[src/rtl/mdt_pkg.sv]
// package for the instruction decode and timing block
// assumes a single core clock and a 32-bit apb register bus
package mdt_pkg;
    // register byte addresses
    localparam logic [11:0] MDT_OFS_INSTR  = 12'h000;
    localparam logic [11:0] MDT_OFS_CTRL   = 12'h004;
    localparam logic [11:0] MDT_OFS_FIELD  = 12'h008;
    localparam logic [11:0] MDT_OFS_ADDR   = 12'h00c;
    localparam logic [11:0] MDT_OFS_TIMING = 12'h010;
    localparam logic [11:0] MDT_OFS_TABLE  = 12'h014;
    localparam logic [11:0] MDT_OFS_STATUS = 12'h018;
    // reset values
    localparam logic [15:0] MDT_RST_INSTR = 16'h0000;
    localparam logic [3:0]  MDT_RST_BANK  = 4'h0;
    localparam logic [20:0] MDT_RST_TBLP  = 21'h000000;
    localparam logic [7:0]  MDT_RST_TLAT  = 8'h00;
    localparam logic [4:0]  MDT_RST_FLAGS = 5'h00;
    // timing: one instruction cycle is four oscillator periods
    localparam int          MDT_OSC_PER_CYC = 4;
    localparam logic [1:0]  MDT_PHASE_LAST  = 2'(MDT_OSC_PER_CYC - 1);
    // second-word marker in the top nibble
    localparam logic [3:0]  MDT_SECOND_NIB = 4'hf;
    // ctrl field positions
    localparam int MDT_CTRL_TAKEN  = 0;
    localparam int MDT_CTRL_START  = 1;
    localparam int MDT_CTRL_PCCHG  = 2;
    // flag positions
    localparam int MDT_FLG_C  = 0;
    localparam int MDT_FLG_DC = 1;
    localparam int MDT_FLG_Z  = 2;
    localparam int MDT_FLG_OV = 3;
    localparam int MDT_FLG_N  = 4;

    typedef enum logic [3:0] {
        MDT_FMT_BYTE   = 4'b0000,
        MDT_FMT_BIT    = 4'b0001,
        MDT_FMT_LIT    = 4'b0010,
        MDT_FMT_MOVE2  = 4'b0011,
        MDT_FMT_PTRLD  = 4'b0100,
        MDT_FMT_CALLGO = 4'b0101,
        MDT_FMT_BRREL  = 4'b0110,
        MDT_FMT_TABLE  = 4'b0111,
        MDT_FMT_RET    = 4'b1000,
        MDT_FMT_SECOND = 4'b1001,
        MDT_FMT_SKIP   = 4'b1010,
        MDT_FMT_OTHER  = 4'b1011
    } mdt_fmt_t;

    typedef enum logic [1:0] {
        MDT_TM_NONE = 2'b00,
        MDT_TM_POSTINC = 2'b01,
        MDT_TM_POSTDEC = 2'b10,
        MDT_TM_PREINC  = 2'b11
    } mdt_tmode_t;

    typedef enum logic [1:0] {
        MDT_ST_IDLE  = 2'b00,
        MDT_ST_EXEC  = 2'b01,
        MDT_ST_DONE  = 2'b10
    } mdt_state_t;
endpackage

[src/rtl/mdt_decode.sv]
// instruction decoder with instruction-cycle timing and apb registers
// assumes apb master on ref_clk; software loads instruction words and
// reports condition outcomes, the block decodes fields and times cycles
//
// Decided for this implementation: the APB register port and the placing of the registers.
`timescale 1ns/10ps
module mdt_decode (
    input  wire logic                  ref_clk,     // core clock, 10 MHz
    input  wire logic                  rst_n,       // async reset, active low
    input  wire logic                  psel,        // apb select
    input  wire logic                  penable,     // apb enable
    input  wire logic                  pwrite,      // apb write
    input  wire logic [11:0]           paddr,       // apb byte address
    input  wire logic [31:0]           pwdata,      // apb write data
    output logic                       pready,      // apb ready
    output logic [31:0]                prdata,      // apb read data
    output logic                       pslverr,     // apb error, unmapped
    output mdt_pkg::mdt_fmt_t          fmt,         // decoded format
    output logic                       dest_is_file, // result goes to file reg
    output logic                       wr_accum,    // result goes to accumulator
    output logic [11:0]                data_addr,   // full data address
    output logic                       shadow_upd,  // fast call/return
    output logic                       cyc_strobe,  // end of instruction cycle
    output logic                       instr_done   // instruction finished
);
    import mdt_pkg::*;

    ////////////////////////////////////////////////////////////////////////
    // functions
    function automatic logic is_second(input logic [15:0] w);
        return w[15:12] == MDT_SECOND_NIB;
    endfunction

    function automatic logic [11:0] byte_addr(input logic [15:0] w, input logic [3:0] bank);
        if (w[8]) begin
            return {bank, w[7:0]};
        end else begin
            return {4'h0, w[7:0]};
        end
    endfunction

    ////////////////////////////////////////////////////////////////////////
    // registers
    logic [15:0] instr_r;
    logic [15:0] word2_r;
    logic [3:0]  bank_r;
    logic [20:0] prog_table_pointer_r;
    logic [7:0]  tlat_r;
    logic [4:0]  flags_r;
    logic        taken_r;
    logic        pcchg_r;
    logic        wr_en;
    logic        rd_en;
    logic        start;
    mdt_state_t  state_r;
    logic [1:0]  phase_r;
    logic [1:0]  cyc_cnt_r;
    logic [1:0]  cyc_need;
    logic [1:0]  tmode;

    assign wr_en   = psel & penable & pwrite;
    assign rd_en   = psel & penable & ~pwrite;
    assign pready  = 1'b1;
    assign pslverr = psel & penable & ~(paddr == MDT_OFS_INSTR || paddr == MDT_OFS_CTRL ||
                     paddr == MDT_OFS_FIELD || paddr == MDT_OFS_ADDR || paddr == MDT_OFS_TIMING ||
                     paddr == MDT_OFS_TABLE || paddr == MDT_OFS_STATUS);
    assign start   = wr_en & (paddr == MDT_OFS_CTRL) & pwdata[MDT_CTRL_START];

    ////////////////////////////////////////////////////////////////////////
    // software-written state
    always_ff @(posedge ref_clk or negedge rst_n) begin
        if (!rst_n) begin
            instr_r <= MDT_RST_INSTR;
            word2_r <= MDT_RST_INSTR;
            bank_r  <= MDT_RST_BANK;
            taken_r <= 1'b0;
            pcchg_r <= 1'b0;
        end else if (wr_en) begin
            case (paddr)
                MDT_OFS_INSTR: begin
                    instr_r <= pwdata[15:0];
                    word2_r <= pwdata[31:16];
                end
                MDT_OFS_CTRL: begin
                    taken_r <= pwdata[MDT_CTRL_TAKEN];
                    pcchg_r <= pwdata[MDT_CTRL_PCCHG];
                    bank_r  <= pwdata[11:8];
                end
                default: ;
            endcase
        end
    end

    // flags: software supplies alu outcomes for this instruction
    always_ff @(posedge ref_clk or negedge rst_n) begin
        if (!rst_n) begin
            flags_r <= MDT_RST_FLAGS;
        end else if (wr_en && paddr == MDT_OFS_STATUS) begin
            flags_r <= pwdata[4:0];
        end
    end

    ////////////////////////////////////////////////////////////////////////
    // format decode
    always_comb begin
        fmt = MDT_FMT_OTHER;
        if (is_second(instr_r)) begin
            fmt = MDT_FMT_SECOND;
        end else if (instr_r[15:12] == 4'hc) begin
            fmt = MDT_FMT_MOVE2;
        end else if (instr_r[15:8] == 8'hee && instr_r[7:6] == 2'b00) begin
            fmt = MDT_FMT_PTRLD;
        end else if (instr_r[15:9] == 7'b1110110 || instr_r[15:8] == 8'hef) begin
            fmt = MDT_FMT_CALLGO;
        end else if (instr_r[15:11] == 5'b11010 || instr_r[15:11] == 5'b11100) begin
            fmt = MDT_FMT_BRREL;
        end else if (instr_r[15:4] == 12'h000 && instr_r[3]) begin
            fmt = MDT_FMT_TABLE;
        end else if (instr_r[15:1] == 15'h0009) begin
            fmt = MDT_FMT_RET;
        end else if (instr_r[15:12] == 4'h0 && instr_r[11:8] >= 4'h8) begin
            fmt = MDT_FMT_LIT;
        end else if (instr_r[15:12] >= 4'h7 && instr_r[15:12] <= 4'hb) begin
            fmt = MDT_FMT_BIT;
        end else if (instr_r[15:9] == 7'b0110000 || instr_r[15:9] == 7'b0110001 ||
                     instr_r[15:9] == 7'b0110010 || instr_r[15:9] == 7'b0110011 ||
                     instr_r[15:10] == 6'b001011 || instr_r[15:10] == 6'b001111 ||
                     instr_r[15:11] == 5'b01001) begin
            fmt = MDT_FMT_SKIP;
        end else if (instr_r[15:12] <= 4'h6 && instr_r[15:8] != 8'h00) begin
            fmt = MDT_FMT_BYTE;
        end
    end

    ////////////////////////////////////////////////////////////////////////
    // operand fields
    logic [2:0]  bit_num;
    logic [7:0]  lit8;
    logic [11:0] lit12;
    logic [19:0] lit20;
    logic [1:0]  ptr_sel;
    logic [11:0] src12;
    logic [11:0] dst12;
    logic [20:0] br_off;
    logic [6:0]  zs_off;
    logic [6:0]  zd_off;

    assign bit_num = instr_r[11:9];
    assign lit8    = instr_r[7:0];
    assign lit12   = {instr_r[3:0], word2_r[7:0]};
    assign lit20   = {word2_r[11:0], instr_r[7:0]};
    assign ptr_sel = instr_r[5:4];
    assign src12   = instr_r[11:0];
    assign dst12   = word2_r[11:0];
    assign zs_off  = instr_r[6:0];
    assign zd_off  = word2_r[6:0];
    assign tmode   = instr_r[1:0];

    // signed offset: 11 bits for bra/rcall, 8 bits for conditional
    always_comb begin
        if (instr_r[15:12] == 4'hd) begin
            br_off = {{10{instr_r[10]}}, instr_r[10:0]};
        end else begin
            br_off = {{13{instr_r[7]}}, instr_r[7:0]};
        end
    end

    always_comb begin
        dest_is_file = (fmt == MDT_FMT_BYTE) & instr_r[9];
        wr_accum     = (fmt == MDT_FMT_BYTE) & ~instr_r[9];
        // call carries its fast bit at bit 8, return at bit 0
        shadow_upd   = ((fmt == MDT_FMT_CALLGO) & instr_r[8] & (instr_r[15:8] != 8'hef)) |
                       ((fmt == MDT_FMT_RET) & instr_r[0]);
        if (fmt == MDT_FMT_MOVE2) begin
            data_addr = src12;
        end else begin
            data_addr = byte_addr(instr_r, bank_r);
        end
    end

    ////////////////////////////////////////////////////////////////////////
    // instruction cycle timing
    always_comb begin
        case (fmt)
            MDT_FMT_MOVE2, MDT_FMT_PTRLD, MDT_FMT_CALLGO: cyc_need = 2'd2;
            MDT_FMT_SKIP: begin
                if (taken_r) begin
                    cyc_need = is_second(word2_r) ? 2'd3 : 2'd2;
                end else begin
                    cyc_need = 2'd1;
                end
            end
            MDT_FMT_TABLE, MDT_FMT_RET: cyc_need = 2'd2;
            MDT_FMT_SECOND: cyc_need = 2'd1;
            default: cyc_need = (taken_r | pcchg_r) ? 2'd2 : 2'd1;
        endcase
    end

    always_ff @(posedge ref_clk or negedge rst_n) begin
        if (!rst_n) begin
            state_r   <= MDT_ST_IDLE;
            phase_r   <= 2'd0;
            cyc_cnt_r <= 2'd0;
        end else begin
            case (state_r)
                MDT_ST_IDLE: begin
                    if (start) begin
                        state_r   <= MDT_ST_EXEC;
                        phase_r   <= 2'd0;
                        cyc_cnt_r <= 2'd0;
                    end
                end
                MDT_ST_EXEC: begin
                    phase_r <= phase_r + 2'd1;
                    if (phase_r == MDT_PHASE_LAST) begin
                        cyc_cnt_r <= cyc_cnt_r + 2'd1;
                        if (cyc_cnt_r + 2'd1 == cyc_need) begin
                            state_r <= MDT_ST_DONE;
                        end
                    end
                end
                MDT_ST_DONE: state_r <= MDT_ST_IDLE;
                default: state_r <= MDT_ST_IDLE;
            endcase
        end
    end

    assign cyc_strobe = (state_r == MDT_ST_EXEC) & (phase_r == MDT_PHASE_LAST);
    assign instr_done = (state_r == MDT_ST_DONE);

    ////////////////////////////////////////////////////////////////////////
    // table pointer and latch
    always_ff @(posedge ref_clk or negedge rst_n) begin
        if (!rst_n) begin
            prog_table_pointer_r <= MDT_RST_TBLP;
            tlat_r   <= MDT_RST_TLAT;
        end else if (wr_en && paddr == MDT_OFS_TABLE) begin
            prog_table_pointer_r <= pwdata[20:0];
            tlat_r   <= pwdata[31:24];
        end else if (instr_done && fmt == MDT_FMT_TABLE) begin
            case (tmode)
                MDT_TM_POSTINC, MDT_TM_PREINC: prog_table_pointer_r <= prog_table_pointer_r + 21'd1;
                MDT_TM_POSTDEC: prog_table_pointer_r <= prog_table_pointer_r - 21'd1;
                default: ;
            endcase
        end
    end

    ////////////////////////////////////////////////////////////////////////
    // read mux
    always_ff @(posedge ref_clk or negedge rst_n) begin
        if (!rst_n) begin
            prdata <= 32'h00000000;
        end else if (psel && !penable && !pwrite) begin
            case (paddr)
                MDT_OFS_INSTR:  prdata <= {word2_r, instr_r};
                MDT_OFS_CTRL:   prdata <= {20'h00000, bank_r, 5'h00, pcchg_r, 1'b0, taken_r};
                MDT_OFS_FIELD:  prdata <= {fmt, zd_off, zs_off, ptr_sel, bit_num, lit8, dest_is_file};
                MDT_OFS_ADDR:   prdata <= {data_addr, lit20};
                MDT_OFS_TIMING: prdata <= {11'h000, br_off};
                MDT_OFS_TABLE:  prdata <= {tlat_r, 3'h0, prog_table_pointer_r};
                MDT_OFS_STATUS: prdata <= {10'h000, dst12, shadow_upd, cyc_need, state_r, flags_r};
                default:        prdata <= 32'h00000000;
            endcase
        end
    end

    logic unused_ok;
    assign unused_ok = rd_en & (|lit12);
endmodule

[config.mk]
export PLATFORM = sky130hd
export DESIGN_NAME = mdt_decode
export DESIGN_NICKNAME = d
export VERILOG_FILES = /design/src/rtl/mdt_pkg.sv /design/src/rtl/mdt_decode.sv
export SDC_FILE = /design/constraint.sdc
export NUM_CORES = 1
export LEC_CHECK = 0
export BUFFER_PORTS_ARGS = -buffer_cell sky130_fd_sc_hd__buf_2
export CORE_MARGIN = 4
export CORE_UTILIZATION = 55
export CTS_CLUSTER_DIAMETER = 40
export DETAILED_ROUTE_END_ITERATION = 8
export PLACE_DENSITY = 0.78
export SLEW_MARGIN = 10
export SYNTH_ARGS = -nofsm -noshare
export SYNTH_HDL_FRONTEND = slang
export SYNTH_SLANG_ARGS = --single-unit
export TNS_END_PERCENT = 30
[constraint.sdc]
create_clock -name ref_clk -period 9 [get_ports ref_clk]
set_clock_uncertainty 0.1 [all_clocks]
set_input_delay 1.35 -clock ref_clk [delete_from_list [all_inputs] [get_ports ref_clk]]
set_output_delay 1.35 -clock ref_clk [all_outputs]
set_load 0.02 [all_outputs]
==> reports/summary.log <==
qor: logic_synthesis.post_synth.cell_area_avg 9.23 sq um
qor: power.seq_power_share 0.509
qor: power.ir_drop 0.0857 mV
qor: power.cell_internal_pwr 750 uW
qor: clocking.postCtsHoldBufs 0
qor: power.power_switching_share 0.281
qor: logic_synthesis.synth_top_flop_cell sky130_fd_sc_hd__dfrtp_1
qor: clocking.cts.root.buffer_cell sky130_fd_sc_hd__clkbuf_16
qor: sta.setup_viol 0
qor: floorplan.dieHeight 118 microns
qor: layout.insertedDiodeCount 0
qor: logic_synthesis.synth_nets 789
qor: drt.first_iter_violations 751
qor: drt.antenna_left 0
qor: floorplan.core_region_area 0.0116 sq mm
qor: clocking.clk_transition_reported_paths 80 ps
qor: power.p_total 1.04 mW
qor: critical_path.cp_max_fo 10
qor: sta.achievable-frequency 0.210 GHz
qor: layout.filler_cell_count_in_the_final_layout 957
qor: layout.design_area 0.00745 sq mm
qor: sta.tns 0 ps
qor: layout.multi_input_comb_area 0.00362 sq mm
qor: logic_synthesis.synthesis.yosys.warnings 0
qor: clocking.cts_tree yes
qor: power.share_clk_of_total_power 0.374
qor: flow_run.max-cap-violations 0
qor: sta.period_minus_slack 4760 ps
qor: outcome.outcome complete, no violations
qor: clocking.post_cts_repair_setup_buffers 0
qor: layout.area.sequential 0.00275 sq mm
qor: layout.final_common_cell sky130_fd_sc_hd__dfrtp_1
qor: sta.maxSlewHeadroom 0.370
qor: sta.timing.hold.ws 379 ps
qor: drt.drt-pass1-iter-count 6
qor: logic_synthesis.async_reset_ff_frac 1.00
qor: clocking.htree_levels 3
qor: power.power_switching 293 uW
qor: floorplan.die_area 0.0139 sq mm
qor: drt.vias_per_cell 6.55
qor: critical_path.crit_path_cell_trace or4_4, or4_4, or3b_1, and3_1, o31ai_1, buf_2
qor: floorplan.start_util 0.571
qor: power.comb_power_share 0.117
qor: worst_hold_path.worstHoldStart tlat_r[3]$_DFFE_PN0P_
qor: logic_synthesis.synth.ff_latch_count 110
qor: sta.post-route-worst-setup-slack 4240 ps
qor: critical_path.cp_num_buf_inv 1
qor: sta.final-hold-violation-count 0
qor: critical_path.worst_path_largest_cell_delay 610 ps
qor: sta.final-max-slew-violation-count 0
qor: floorplan.count_of_boundary_i_o_pins 104
qor: drt.avgRoutedWirePerCell 22.1 microns
qor: logic_synthesis.post_synth_inst_count 719
qor: floorplan.die_width 118 microns
qor: layout.most-common-layout-cells sky130_fd_sc_hd__dfrtp_1 (110), sky130_fd_sc_hd__buf_2 (101), sky130_fd_sc_hd__nand2_1 (92), sky130_fd_sc_hd__nor2_1 (66), sky130_fd_sc_hd__a21oi_1 (55)
qor: global_route.grt_antenna_before_repair 0
qor: floorplan.placement_rows 39
qor: critical_path.setup.worst_path.start_class register
qor: critical_path.end_kind output pin
qor: critical_path.worstPathArrival 3310 ps
qor: sta.tightestPinTransition 938 ps
qor: place.place.gp.congestion 0.961
qor: critical_path.cp_slowest_cell sky130_fd_sc_hd__or4_4
qor: place.numPortBuffers 102
qor: sta.grt_setup_unrepaired no
qor: global_route.gr-total-overflow 0
qor: critical_path.cp_common_cell sky130_fd_sc_hd__or4_4
qor: critical_path.data_required_time_at_the_worst_endpoint 7550 ps
qor: layout.area_growth_from_synthesis_to_layout 12.3%
qor: global_route.grt_start_max_net_pins 63
qor: sta.post-route-period-util 0.528
qor: global_route.first_global_vias 5858
qor: logic_synthesis.post_synth_instance_area 0.00664 sq mm
qor: place.dp_worst_setup_slack 4660 ps
qor: clocking.clock_path_buffers 2
qor: critical_path.critical-path-top-delay-family simple AND/OR/NAND/NOR gates
qor: global_route.grtUsageTotal 0.300
qor: clocking.clock_latency 360 ps
qor: power.power_density 140 mW/mm^2
qor: critical_path.crit_start instr_r[14]$_DFFE_PN0P_
qor: clocking.cts_inserted_buffers 9
qor: logic_synthesis.synth_seq_area_share 0.415
qor: clocking.cts.sinks 110
qor: place.detailed_place_hpwl 15.5 mm
qor: drt.drc_errors 0
qor: drt.vias 6141
qor: power.leakage 3.43 nW
qor: global_route.first_pass_grt_wire_length 32.8 mm
qor: worst_hold_path.hold_path.class reg -> reg
qor: place.placedInstanceArea 0.00716 sq mm
qor: layout.post_route_cells_drive_above_1_share 0.233
qor: critical_path.ws_path_type reg -> out
qor: layout.nets 860
qor: logic_synthesis.synth_enable_flop_cells 0
qor: logic_synthesis.synthDistinctLibCells 69
qor: critical_path.r2r_startpoint instr_r[13]$_DFFE_PN0P_
qor: clocking.cts_resized 0
qor: drt.drt-total-wl 20.7 mm
routing by layer:
layer,GRT usage,vias up,share of wire
li1,-,2781,-
met1,0.415,2975,0.42
met2,0.457,334,0.45
met3,0.0639,51,0.087
met4,0.129,0,0.041
met5,0,-,0
worst reg2reg max path: stages, from the launching register on:
cell	delay [ps]
sky130_fd_sc_hd__dfrtp_1	550
sky130_fd_sc_hd__or4b_2	680
sky130_fd_sc_hd__or4_1	430
sky130_fd_sc_hd__nor4_2	770
sky130_fd_sc_hd__nand2_1	370
sky130_fd_sc_hd__or3_1	450
sky130_fd_sc_hd__nand3_1	90
sequential cells by signal (all words and copies together) (netlist names):
register,count
bank_r,4
state_r,2
taken_r,1
phase_r,2
flags_r,5
prdata,32
tlat_r,8
instr_r,16
cyc_cnt_r,2
pcchg_r,1
word2_r,16
prog_table_pointer_r,21
cell families (layout without fill, tap and decap cells):
| kind of cell | Yosys count | after routing | share of synthesized area |
|---|---|---|---|
| flops | 110 | 110 | 0.415 |
| buf+inv | 60 | 136 | 0.0420 |
| fa+ha+maj | 21 | 21 | 0.0407 |
| simple gates | 253 | 253 | 0.185 |
| other cells | 1 | 1 | 0.000565 |
| mux | 54 | 54 | 0.0899 |
| compound gates | 203 | 203 | 0.205 |
| xor+xnor | 17 | 17 | 0.0224 |
layout make-up:
| type | count | share of cell area |
|---|---|---|
| clock buffers | 9 | 0.0302 |
| repair buffers | 110 | 0.0769 |
| clock inverters | 7 | 0.00806 |
| flip-flops and latches | 110 | 0.369 |
| well taps | 143 | 0.0240 |
| inverters | 10 | 0.00504 |
| multi-input cells | 549 | 0.486 |
worst paths after layout:
check                      cells after the start  slack [ps]                              endpoint
min in group asynchronous                      1         930                prdata[17]$_DFFE_PN0P_
min reg2reg                                    2         380                 tlat_r[3]$_DFFE_PN0P_
min                                            2         380                 tlat_r[3]$_DFFE_PN0P_
max                                            6        4240                            shadow_upd
max in group asynchronous                      2        6690                instr_r[8]$_DFFE_PN0P_
max reg2reg                                    6        5500  prog_table_pointer_r[18]$_DFFE_PN0P_
cell usage after synthesis (all sizes together) (8+ instances only):
| master | n | area [sq um] |
|---|---|---|
| a21oi | 55 | 275 |
| a222oi | 15 | 150 |
| a22o | 11 | 96.3 |
| a22oi | 15 | 113 |
| a31oi | 15 | 93.8 |
| and2 | 9 | 56.3 |
| and3 | 9 | 56.3 |
| buf | 17 | 118 |
| clkbuf | 33 | 124 |
| dfrtp | 110 | 2750 |
| ha | 20 | 250 |
| inv | 10 | 37.5 |
| mux2 | 45 | 507 |
| mux2i | 9 | 90.1 |
| nand2 | 92 | 345 |
| nand3 | 9 | 45.0 |
| nand4 | 8 | 50.1 |
| nor2 | 66 | 248 |
| nor2b | 12 | 75.1 |
| nor3 | 10 | 50.1 |
| o21a | 10 | 75.1 |
| o21ai | 37 | 185 |
| xnor2 | 12 | 105 |
through the flow:
| stage | instances | util |
|---|---|---|
| finish | 938 | 0.641 |
| global route | 938 | 0.641 |
| CTS | 938 | 0.641 |
| detailed placement | 922 | 0.617 |
| global placement | 922 | 0.617 |
| floorplan | 719 | - |
power groups by stage:
stage | Combinational [mW] | Clock (mW) | Sequential [mW]
after global routing | 0.133 | 0.415 | 0.534
after floorplan | 0.0360 | 0 | 0.568
after CTS | 0.123 | 0.394 | 0.531
after global placement | 0.121 | 0 | 0.539
final | 0.122 | 0.390 | 0.531
after detailed placement | 0.123 | 0 | 0.541
No activity file was read; power rests on OpenSTA's default activity.
